File: src/rtl/esw_pkg.sv
/*
  package for the error state word block: field positions, register
  offsets, state encodings and the packed carrier of the raw error report.
  assumes an apb master on pclk and a machine check / init event source
  on the same clock.
*/
package esw_pkg;
  localparam int ESW_W = 64;
  localparam int B_RZ_OK = 2;
  localparam int B_RA_TRY = 3;
  localparam int B_DIST = 4;
  localparam int B_SAVE = 5;
  localparam int B_SYNC = 6;
  localparam int B_RES = 7;
  localparam int B_ISO = 8;
  localparam int B_DMG = 9;
  localparam int B_HWD = 10;
  localparam int B_TRAP = 11;
  localparam int B_MORE = 12;
  localparam int B_CAUSE = 16;
  // apb byte offsets
  localparam logic [11:0] OFF_WORD_LO = 12'h000;
  localparam logic [11:0] OFF_WORD_HI = 12'h004;
  localparam logic [11:0] OFF_STATUS = 12'h008;
  localparam logic [11:0] OFF_CTRL = 12'h00C;
  localparam logic [63:0] ESW_RESET = 64'h0000_0000_0000_0000;
  localparam logic [31:0] ZERO32 = 32'h0000_0000;

  // raw error report from the detection logic
  typedef struct packed {
    logic rendezvous_ok;
    logic rendezvous_tried;
    logic distinct_errors_flag;
    logic storage_in_step;
    logic resumable_flag;
    logic error_isolated;
    logic uncontained_damage;
    logic hw_degraded;
    logic trap_dropped;
    logic extra_detail_avail;
    logic state_all_valid;
  } esw_report_s;

  typedef enum logic [1:0] {
    ESW_IDLE = 2'b00,
    ESW_BUILD = 2'b01,
    ESW_HOLD = 2'b10
  } esw_state_e;
endpackage : esw_pkg

File: src/rtl/esw_error_state_word.sv
/*
  builds the processor state parameter word on a machine check or init
  event, applies the consistency ties, and publishes it on state_param_reg
  at handler exit and over apb. assumes single-cycle event pulses on pclk.
*/
`timescale 1ns/100ps
`default_nettype none
module esw_error_state_word
  import esw_pkg::*;
(
  input wire logic pclk,
  input wire logic presetn,
  input wire logic psel,
  input wire logic penable,
  input wire logic pwrite,
  input wire logic [11:0] paddr,
  input wire logic [31:0] pwdata,
  output logic [31:0] prdata,
  output logic pready,
  output logic pslverr,
  input wire logic mc_event,
  input wire logic init_event,
  input wire esw_report_s report,
  input wire logic handler_exit,
  output logic [63:0] state_param_reg,
  output logic word_valid
);

  esw_state_e state_reg;
  logic cause_init_reg;
  logic [63:0] word_reg;
  logic save_area_registered;
  logic init_rz_val;
  logic init_ra_val;
  logic [63:0] word_next;
  logic apb_wr;
  logic apb_rd;

  // consistency ties and field placement of the word
  function automatic logic [63:0] build_word(input esw_report_s r, input logic is_init,
                                             input logic save_ok, input logic rz_i,
                                             input logic ra_i);
    logic iso;
    logic dmg;
    logic res;
    logic syn;
    logic [63:0] w;
    begin
      w = ESW_RESET;
      if (is_init)
      begin
        iso = 1'b1;
        dmg = 1'b0;
        res = 1'b1;
        syn = 1'b0;
        w[B_RZ_OK] = rz_i;
        w[B_RA_TRY] = ra_i;
      end
      else
      begin
        res = r.resumable_flag & r.state_all_valid;
        iso = r.error_isolated | res;
        dmg = (r.uncontained_damage | ~iso) & ~res;
        res = res & ~dmg;
        syn = r.storage_in_step & ~dmg & iso;
        w[B_RZ_OK] = r.rendezvous_ok;
        w[B_RA_TRY] = r.rendezvous_tried;
        w[B_DIST] = r.distinct_errors_flag;
        w[B_HWD] = r.hw_degraded;
        w[B_TRAP] = r.trap_dropped;
        w[B_MORE] = r.extra_detail_avail;
      end
      w[B_SAVE] = save_ok;
      w[B_SYNC] = syn;
      w[B_RES] = res;
      w[B_ISO] = iso;
      w[B_DMG] = dmg;
      w[B_CAUSE] = is_init;
      build_word = w;
    end
  endfunction

  ////////////////////////////////////////////////////////////////////////
  // capture
  assign word_next = build_word(report, init_event, save_area_registered, init_rz_val,
                                init_ra_val);

  // event sequencing: init wins when both arrive together
  always_ff @(posedge pclk or negedge presetn)
  begin
    if (!presetn)
    begin
      state_reg <= ESW_IDLE;
      word_reg <= ESW_RESET;
      cause_init_reg <= 1'b0;
    end
    else
    begin
      case (state_reg)
        ESW_IDLE, ESW_HOLD:
        begin
          if (mc_event | init_event)
          begin
            word_reg <= word_next;
            cause_init_reg <= init_event;
            state_reg <= ESW_BUILD;
          end
        end
        ESW_BUILD:
        begin
          if (handler_exit)
          begin
            state_reg <= ESW_HOLD;
          end
        end
        default:
        begin
          state_reg <= ESW_IDLE;
        end
      endcase
    end
  end

  always_ff @(posedge pclk or negedge presetn)
  begin
    if (!presetn)
    begin
      state_param_reg <= ESW_RESET;
      word_valid <= 1'b0;
    end
    else if (state_reg == ESW_BUILD && handler_exit)
    begin
      state_param_reg <= word_reg;
      word_valid <= 1'b1;
    end
    else if (mc_event | init_event)
    begin
      word_valid <= 1'b0;
    end
  end

  ////////////////////////////////////////////////////////////////////////
  // apb slave, zero wait states
  assign apb_wr = psel & penable & pwrite;
  assign apb_rd = psel & ~pwrite;
  assign pready = 1'b1;
  assign pslverr = 1'b0;

  // control: bit0 save area registered, bits1-2 init-time rendezvous values
  always_ff @(posedge pclk or negedge presetn)
  begin
    if (!presetn)
    begin
      save_area_registered <= 1'b0;
      init_rz_val <= 1'b0;
      init_ra_val <= 1'b0;
    end
    else if (apb_wr && paddr == OFF_CTRL)
    begin
      save_area_registered <= pwdata[0];
      init_rz_val <= pwdata[1];
      init_ra_val <= pwdata[2];
    end
  end

  // unused and reserved bits read zero
  always_ff @(posedge pclk or negedge presetn)
  begin
    if (!presetn)
    begin
      prdata <= ZERO32;
    end
    else if (apb_rd && !penable)
    begin
      if (paddr == OFF_WORD_LO)
        prdata <= state_param_reg[31:0];
      else if (paddr == OFF_WORD_HI)
        prdata <= state_param_reg[63:32];
      else if (paddr == OFF_STATUS)
        prdata <= {28'h0000000, cause_init_reg, word_valid, state_reg};
      else if (paddr == OFF_CTRL)
        prdata <= {29'h00000000, init_ra_val, init_rz_val, save_area_registered};
      else
        prdata <= ZERO32;
    end
  end

  ////////////////////////////////////////////////////////////////////////
  // checks
  // captured continuable ties
  chk_res_ties: assert property (@(posedge pclk) disable iff (!presetn)
    word_reg[B_RES] |-> (word_reg[B_ISO] && !word_reg[B_DMG]))
    else $error("continuable without isolation");
  // captured isolation ties, only once a word was taken
  chk_iso_ties: assert property (@(posedge pclk) disable iff (!presetn)
    (state_reg != ESW_IDLE && !word_reg[B_ISO]) |->
      (word_reg[B_DMG] && !word_reg[B_RES] && !word_reg[B_SYNC]))
    else $error("not isolated yet no damage");
  chk_dmg_ties: assert property (@(posedge pclk) disable iff (!presetn)
    word_reg[B_DMG] |-> !(word_reg[B_RES] || word_reg[B_SYNC]))
    else $error("damage with continuable or sync");
  chk_init_word: assert property (@(posedge pclk) disable iff (!presetn)
    (init_event && state_reg != ESW_BUILD) |=> (word_reg[B_RES] && word_reg[B_ISO] &&
      word_reg[B_CAUSE] && word_reg[12:9] == 4'h0 && !word_reg[B_DIST] && !word_reg[B_SYNC]))
    else $error("init word fields wrong");
  chk_mc_cause: assert property (@(posedge pclk) disable iff (!presetn)
    (mc_event && !init_event && state_reg != ESW_BUILD) |=> !word_reg[B_CAUSE])
    else $error("machine check cause wrong");
  chk_res_valid: assert property (@(posedge pclk) disable iff (!presetn)
    (mc_event && !init_event && state_reg != ESW_BUILD && !report.state_all_valid)
      |=> !word_reg[B_RES])
    else $error("continuable without valid state");
  chk_publish: assert property (@(posedge pclk) disable iff (!presetn)
    (state_reg == ESW_BUILD && handler_exit) |=>
      (word_valid && state_param_reg == $past(word_reg)))
    else $error("word not published at exit");
  chk_rsvd_zero: assert property (@(posedge pclk) disable iff (!presetn)
    state_param_reg[1:0] == 2'b00 && state_param_reg[15:13] == 3'b000 &&
      state_param_reg[63:17] == 47'h0)
    else $error("reserved bits nonzero");
  chk_save_bit: assert property (@(posedge pclk) disable iff (!presetn)
    (mc_event && state_reg != ESW_BUILD) |=> word_reg[B_SAVE] == $past(save_area_registered))
    else $error("save area bit wrong");
  chk_pub_res: assert property (@(posedge pclk) disable iff (!presetn)
    state_param_reg[B_RES] |-> (state_param_reg[B_ISO] && !state_param_reg[B_DMG]))
    else $error("published continuable without isolation");
  chk_pub_iso: assert property (@(posedge pclk) disable iff (!presetn)
    (word_valid && !state_param_reg[B_ISO]) |->
      (state_param_reg[B_DMG] && !state_param_reg[B_RES] && !state_param_reg[B_SYNC]))
    else $error("published word not isolated yet no damage");
  chk_pub_dmg: assert property (@(posedge pclk) disable iff (!presetn)
    state_param_reg[B_DMG] |-> !(state_param_reg[B_RES] || state_param_reg[B_SYNC]))
    else $error("published damage with continuable or sync");
  chk_init_rdv: assert property (@(posedge pclk) disable iff (!presetn)
    (init_event && state_reg != ESW_BUILD) |=>
      (word_reg[B_RZ_OK] == $past(init_rz_val) && word_reg[B_RA_TRY] == $past(init_ra_val)))
    else $error("init rendezvous bits wrong");
  chk_mc_rdv: assert property (@(posedge pclk) disable iff (!presetn)
    (mc_event && !init_event && state_reg != ESW_BUILD) |=>
      (word_reg[B_RA_TRY] == $past(report.rendezvous_tried) &&
        word_reg[B_RZ_OK] == $past(report.rendezvous_ok)))
    else $error("check rendezvous bits wrong");
  chk_mc_fields: assert property (@(posedge pclk) disable iff (!presetn)
    (mc_event && !init_event && state_reg != ESW_BUILD) |=>
      (word_reg[B_HWD] == $past(report.hw_degraded) &&
        word_reg[B_TRAP] == $past(report.trap_dropped) &&
        word_reg[B_MORE] == $past(report.extra_detail_avail) &&
        word_reg[B_DIST] == $past(report.distinct_errors_flag)))
    else $error("check report fields wrong");
  chk_iso_report: assert property (@(posedge pclk) disable iff (!presetn)
    (mc_event && !init_event && state_reg != ESW_BUILD && report.error_isolated) |=>
      word_reg[B_ISO])
    else $error("isolated report lost");
  chk_sync_need: assert property (@(posedge pclk) disable iff (!presetn)
    (mc_event && !init_event && state_reg != ESW_BUILD && !report.storage_in_step) |=>
      !word_reg[B_SYNC])
    else $error("sync set without clean storage");
  chk_dmg_report: assert property (@(posedge pclk) disable iff (!presetn)
    (mc_event && !init_event && state_reg != ESW_BUILD && report.uncontained_damage &&
      !report.resumable_flag) |=> word_reg[B_DMG])
    else $error("storage damage lost");
  chk_build_hold: assert property (@(posedge pclk) disable iff (!presetn)
    (state_reg == ESW_BUILD && !handler_exit) |=>
      (state_reg == ESW_BUILD && $stable(word_reg)))
    else $error("captured word changed inside handler");
  chk_word_hold: assert property (@(posedge pclk) disable iff (!presetn)
    !(state_reg == ESW_BUILD && handler_exit) |=> $stable(state_param_reg))
    else $error("published word changed outside exit");
  chk_valid_drop: assert property (@(posedge pclk) disable iff (!presetn)
    ((mc_event || init_event) && !(state_reg == ESW_BUILD && handler_exit)) |=> !word_valid)
    else $error("fresh flag kept after event");

endmodule // esw_error_state_word
`default_nettype wire

File: config.mk
export PLATFORM = sky130hd
export DESIGN_NAME = esw_error_state_word
export DESIGN_NICKNAME = d
export VERILOG_FILES = /design/src/rtl/esw_pkg.sv /design/src/rtl/esw_error_state_word.sv
export SDC_FILE = /design/constraint.sdc
export NUM_CORES = 1
export LEC_CHECK = 0
export BUFFER_PORTS_ARGS = -buffer_cell sky130_fd_sc_hd__buf_2
export CAP_MARGIN = 10
export CORE_UTILIZATION = 42
export CTS_CLUSTER_SIZE = 28
export DETAILED_ROUTE_END_ITERATION = 12
export PLACE_DENSITY_LB_ADDON = 0.12
export SLEW_MARGIN = 20
export SYNTH_ARGS = -nofsm -noshare
export SYNTH_HDL_FRONTEND = slang
export SYNTH_SLANG_ARGS = --single-unit
export TNS_END_PERCENT = 20
File: constraint.sdc
create_clock -name pclk -period 2.2 [get_ports pclk]
set_clock_uncertainty 0.15 [all_clocks]
set_input_delay 0.22 -clock pclk [delete_from_list [all_inputs] [get_ports pclk]]
set_output_delay 0.22 -clock pclk [all_outputs]
set_load 0.02 [all_outputs]
Word level (Yosys, flattened, before mapping)
Cells that the tools add are included.
{"block": "op_classes", "n_mux": 16, "mul": 0, "n_div": 0, "magnitude_cmp": 0, "add_sub_neg": 0, "reduce_logical": 10, "eq_ne": 7, "bitwise": 15, "n_shift": 0}
{"cell": "12-bit by 4-bit == test with 1-bit output (second input constant)", "n": 2}
{"cell": "17-bit 2-to-1 mux", "n": 1}
{"cell": "12-bit by 3-bit == test with 1-bit output (second input constant)", "n": 1}
{"cell": "12-bit logical NOT", "n": 1}
{"cell": "1-bit bitwise AND", "n": 8}
{"cell": "4-bit 2-to-1 mux", "n": 2}
{"cell": "1-bit 2-to-1 mux", "n": 7}
{"cell": "2-bit 2-to-1 mux", "n": 3}
{"cell": "3-bit 2-to-1 mux", "n": 2}
{"cell": "2-bit inequality test (second input constant)", "n": 2}
{"cell": "1-bit inverter", "n": 4}
{"cell": "2-bit one-hot mux with 2 select lines", "n": 1}
{"cell": "2-bit AND reduction", "n": 2}
{"cell": "1-bit logical AND", "n": 3}
{"cell": "1-bit bitwise OR", "n": 3}
{"cell": "2-bit by 1-bit == test with 1-bit output (second input constant)", "n": 1}
{"cell": "2-bit == test (second input constant)", "n": 1}
{"cell": "2-bit logical NOT", "n": 1}
{"cell": "2-bit nonzero test", "n": 1}
{"cell": "2-bit OR reduction", "n": 1}
{"cell": "1-bit logical NOT", "n": 1}
{"block": "word_totals", "in_bits": 63, "reg_bits": 63, "n_memories": 0, "mem_bits_rw": 0, "elab_cells": 57, "latch_bits": 0, "output_inout_bits": 99, "rom_bits": 0}

Depth between registers and ports, before layout
{"block": "depth", "word_depth": 9, "depth_mapped": 5, "ltp_nobuf": 3}

Worst setup path after synthesis
OpenSTA, ideal clock, no wires.
{"block": "synth_path", "kind": "input-to-reg", "start": "in paddr[1]", "end": "reg init_ra_val", "t_required_ns": 1.925, "path_stages": 3, "setup_time_ns": 0.125, "arrival_time_ns": 1.471, "path_buffers": 0, "path_slack_ns": 0.454, "cell_sequence": "or4_4 nor4_4 mux2_2"}
{"block": "synth_between", "elab_chain_len": 2}
{"element": "start, declared", "line_no": "esw_error_state_word.sv:16", "rtl": "input wire logic [11:0] paddr,"}
{"element": "12-bit by 4-bit == test with 1-bit output", "line_no": "esw_error_state_word.sv:158", "rtl": "else if (apb_wr && paddr == OFF_CTRL)"}
{"element": "1-bit logical AND", "line_no": "esw_error_state_word.sv:158"}
{"element": "end signal, assigned", "line_no": "esw_error_state_word.sv:162", "rtl": "init_ra_val <= pwdata[2];"}
{"element": "end, declared", "line_no": "esw_error_state_word.sv:34", "rtl": "logic init_ra_val;"}
Every way passes these cells.
A chain may end at the register's enable or synchronous reset.

Worst setup path in the final report
{"block": "layout_path", "start": "in handler_exit", "end": "reg state_param_reg[12]"}
{"block": "layout_between", "elab_chain_len": 1}
{"element": "start, declared", "line_no": "esw_error_state_word.sv:24", "rtl": "input wire logic handler_exit,"}
{"element": "1-bit logical AND", "line_no": "esw_error_state_word.sv:131", "rtl": "else if (state_reg == ESW_BUILD && handler_exit)"}
{"element": "end signal, assigned", "line_no": "esw_error_state_word.sv:133", "rtl": "state_param_reg <= word_reg;"}
{"element": "end, declared", "line_no": "esw_error_state_word.sv:25", "rtl": "output logic [63:0] state_param_reg,"}
Every way passes these cells.

==> run metrics <==
initial antenna violation count=0; final std cells w/o fill=358; RSZ-0062 raised after global routing=false; worst r2r src=state_reg[1]; sequential cell area fraction in the yosys report=45.9%; Clk pin slew, worst setup/hold paths=70 ps; Flop pwr share=45.2%; Setup TNS=0 ps; final worst setup slack=426 ps; largest net degree at the start of global routing=29; Cell Rows=27; Period minus WS final=1770 ps; min-delay worst type=input port to register; Synth warnings=0; Initial DRC Count=40; Place WS=279 ps; WP data arrival=1810 ps; final routed wire length divided by cell count=11.7 um; critical hold path startpoint=pwdata[0]; cells after synthesis=218; total power=2.55 mW; Yosys top cell by area=dfrtp_1; Final Max Tran Viols=0; Final Setup Violations=0; leakage dissipation=1.45 nW; Core Area=0.00551 sq mm; critical path capture point type=register; largest cells by area after synthesis=dfrtp_1 (46%), buf_4 (23%), mux2_2 (8.0%); number of global-route vias before repair=1328; post_cts resized=0; H-tree levels=2; Gate power share=31.1%; TritonRoute pass-1 iters=4; hold depth=2; Clock Power Share=23.6%; width of the die=77.6 um; TritonCTS clock tree=yes; clock sink total=44; period utilization=80.6%; Vias=1547; post-route ant nets=0; Die Ht=77.6 um; total gr overflow=0; switching pwr=884 uW; Initial Utilization=43.5%; critical path type=input port to register; max_cap viols=0; Sw Share=34.7%; Total GRT Usage=14.6%; internal power=1.66 mW; share of cells above drive strength 1=33.6%; final core utilization=48.4%; drt drc=0; Yosys reg bits=44; top-count cell post-synth=buf_4; crit-path max FO=9; Post-layout nets=348; status=finished clean; clock root buffer=clkbuf_8; share of the synthesized area in the top cell type=45.9%; Die Area=0.00601 sq mm; Data required, critical path=2230 ps; Final Hold Fails=0; IR drop worst, VDD=0.000549 V; # diodes=0; r2r setup slk=530 ps; max reg flops=14; Placed Cells=347; Reg-to-Reg End=state_param_reg[12]; Yosys cell types=30; Post-synth EDFFs=0; Worst R2R Path Depth=3; Async SR Flop Fraction=100%; Pwr Density=955 mW/mm^2; CTS buffer count=5; CP startpoint kind=input port; port bufs=60; wire length of the first global-routing pass=6540 um; Max Fclk=564 MHz; area of the mapped netlist=0.00240 sq mm; RePlAce Congestion=0.711; DPL Wire Length=3250 um; worst skew pair latency=300 ps; Post-Route WL=4210 um; synth cell count leaders=buf_4 (72), dfrtp_1 (44), mux2_2 (17), nand2_1 (15), a22o_1 (10); ys flop type=dfrtp_1; Min-Delay Endpoint=save_area_registered; Via-to-Cell Ratio=4.32; Clock Tree Buf Depth=2; area added between synthesis and finish=11.2%; Ports=162; Avg Cell Area, Syn=11.0 sq um
-- how the worst max path moves through the flow --
stage,startpoint,end,slack [ps],depth (start not counted)
2_1_floorplan,paddr[1],init_ra_val,450,3
3_3_place_gp,paddr[1],init_ra_val,280,4
3_5_place_dp,paddr[1],init_ra_val,280,4
4_1_cts,handler_exit,state_param_reg[12],410,5
5_1_grt,handler_exit,state_param_reg[5],360,5
6_report,handler_exit,state_param_reg[12],430,5
-- area by class of cell --
| class | instances | area (sq um) |
|---|---|---|
| fill | 554 | 2840 |
| clock inverter | 2 | 35.0 |
| sequential | 44 | 1100 |
| multi-input combinational | 163 | 983 |
| tap | 72 | 90.1 |
| inverter | 2 | 7.51 |
| clock buffer | 6 | 72.6 |
| timing repair buffer | 69 | 375 |
-- routing by layer --
metal | global-route usage [%] | part of all wire (%) | vias up | wire length [um]
met5 | 0 | 0 | - | 0
met4 | 5.09 | 1.4 | 0 | 58
met3 | 4.82 | 6.3 | 7 | 267
met2 | 23.0 | 47 | 69 | 1980
met1 | 18.6 | 45 | 730 | 1900
li1 | - | - | 741 | -
-- metrics by stage --
step,hold slack (ps),instance area (sq um)
2_1_floorplan,-226,2660
3_3_place_gp,9.07,2530
3_5_place_dp,7.87,2530
4_1_cts,1.01,2660
5_1_grt,6.30,2670
6_report,9.51,2670
-- logic make-up (layout without fill, tap and decap cells) --
kind of cell,Yosys count,count (layout),share of synthesized area [%]
buffers and inverters,81,79,24.0
flip-flops,44,44,45.9
AND/OR/NAND/NOR,37,37,9.66
AO/OA/AOI/OAI,31,31,9.60
multiplexers,23,23,10.5
other,2,72,0.313
-- what timing repair did --
action / CTS / global route
setup buffers: 0 / 0
hold buffers: 2 / 1
endpoints found under the hold margin: 17 / 1
-- critical path, cell delays in order --
cell           delay [ps]
dlygate4sd3_1         530
buf_2                 130
nand3b_1              350
buf_4                 240
mux2_2                330
-- cells in the final DEF (no fill, tap or decap), drive strengths merged, types with 3 or more instances in the layout --
cell         Yosys  routed
mux2i            6       6
dfrtp           44      44
mux2            17      17
nor4             4       4
buf             74      66
nor2             3       3
nand2           15      15
or4              3       3
clkbuf           5       6
o21ai            9       9
a22o            10      10
dlygate4sd3      0       3
o31ai            3       3
conb             2      72
nand2b           5       5
-- power by group through the flow --
stage	logic [mW]	registers, mW	clock network [mW]
2_1_floorplan	0.521	1.27	0
3_5_place_dp	0.797	1.17	0
4_1_cts	0.801	1.16	0.620
5_1_grt	0.859	1.18	0.658
6_report	0.793	1.15	0.602
3_3_place_gp	0.784	1.17	0
(Power assumes the default switching activity.)
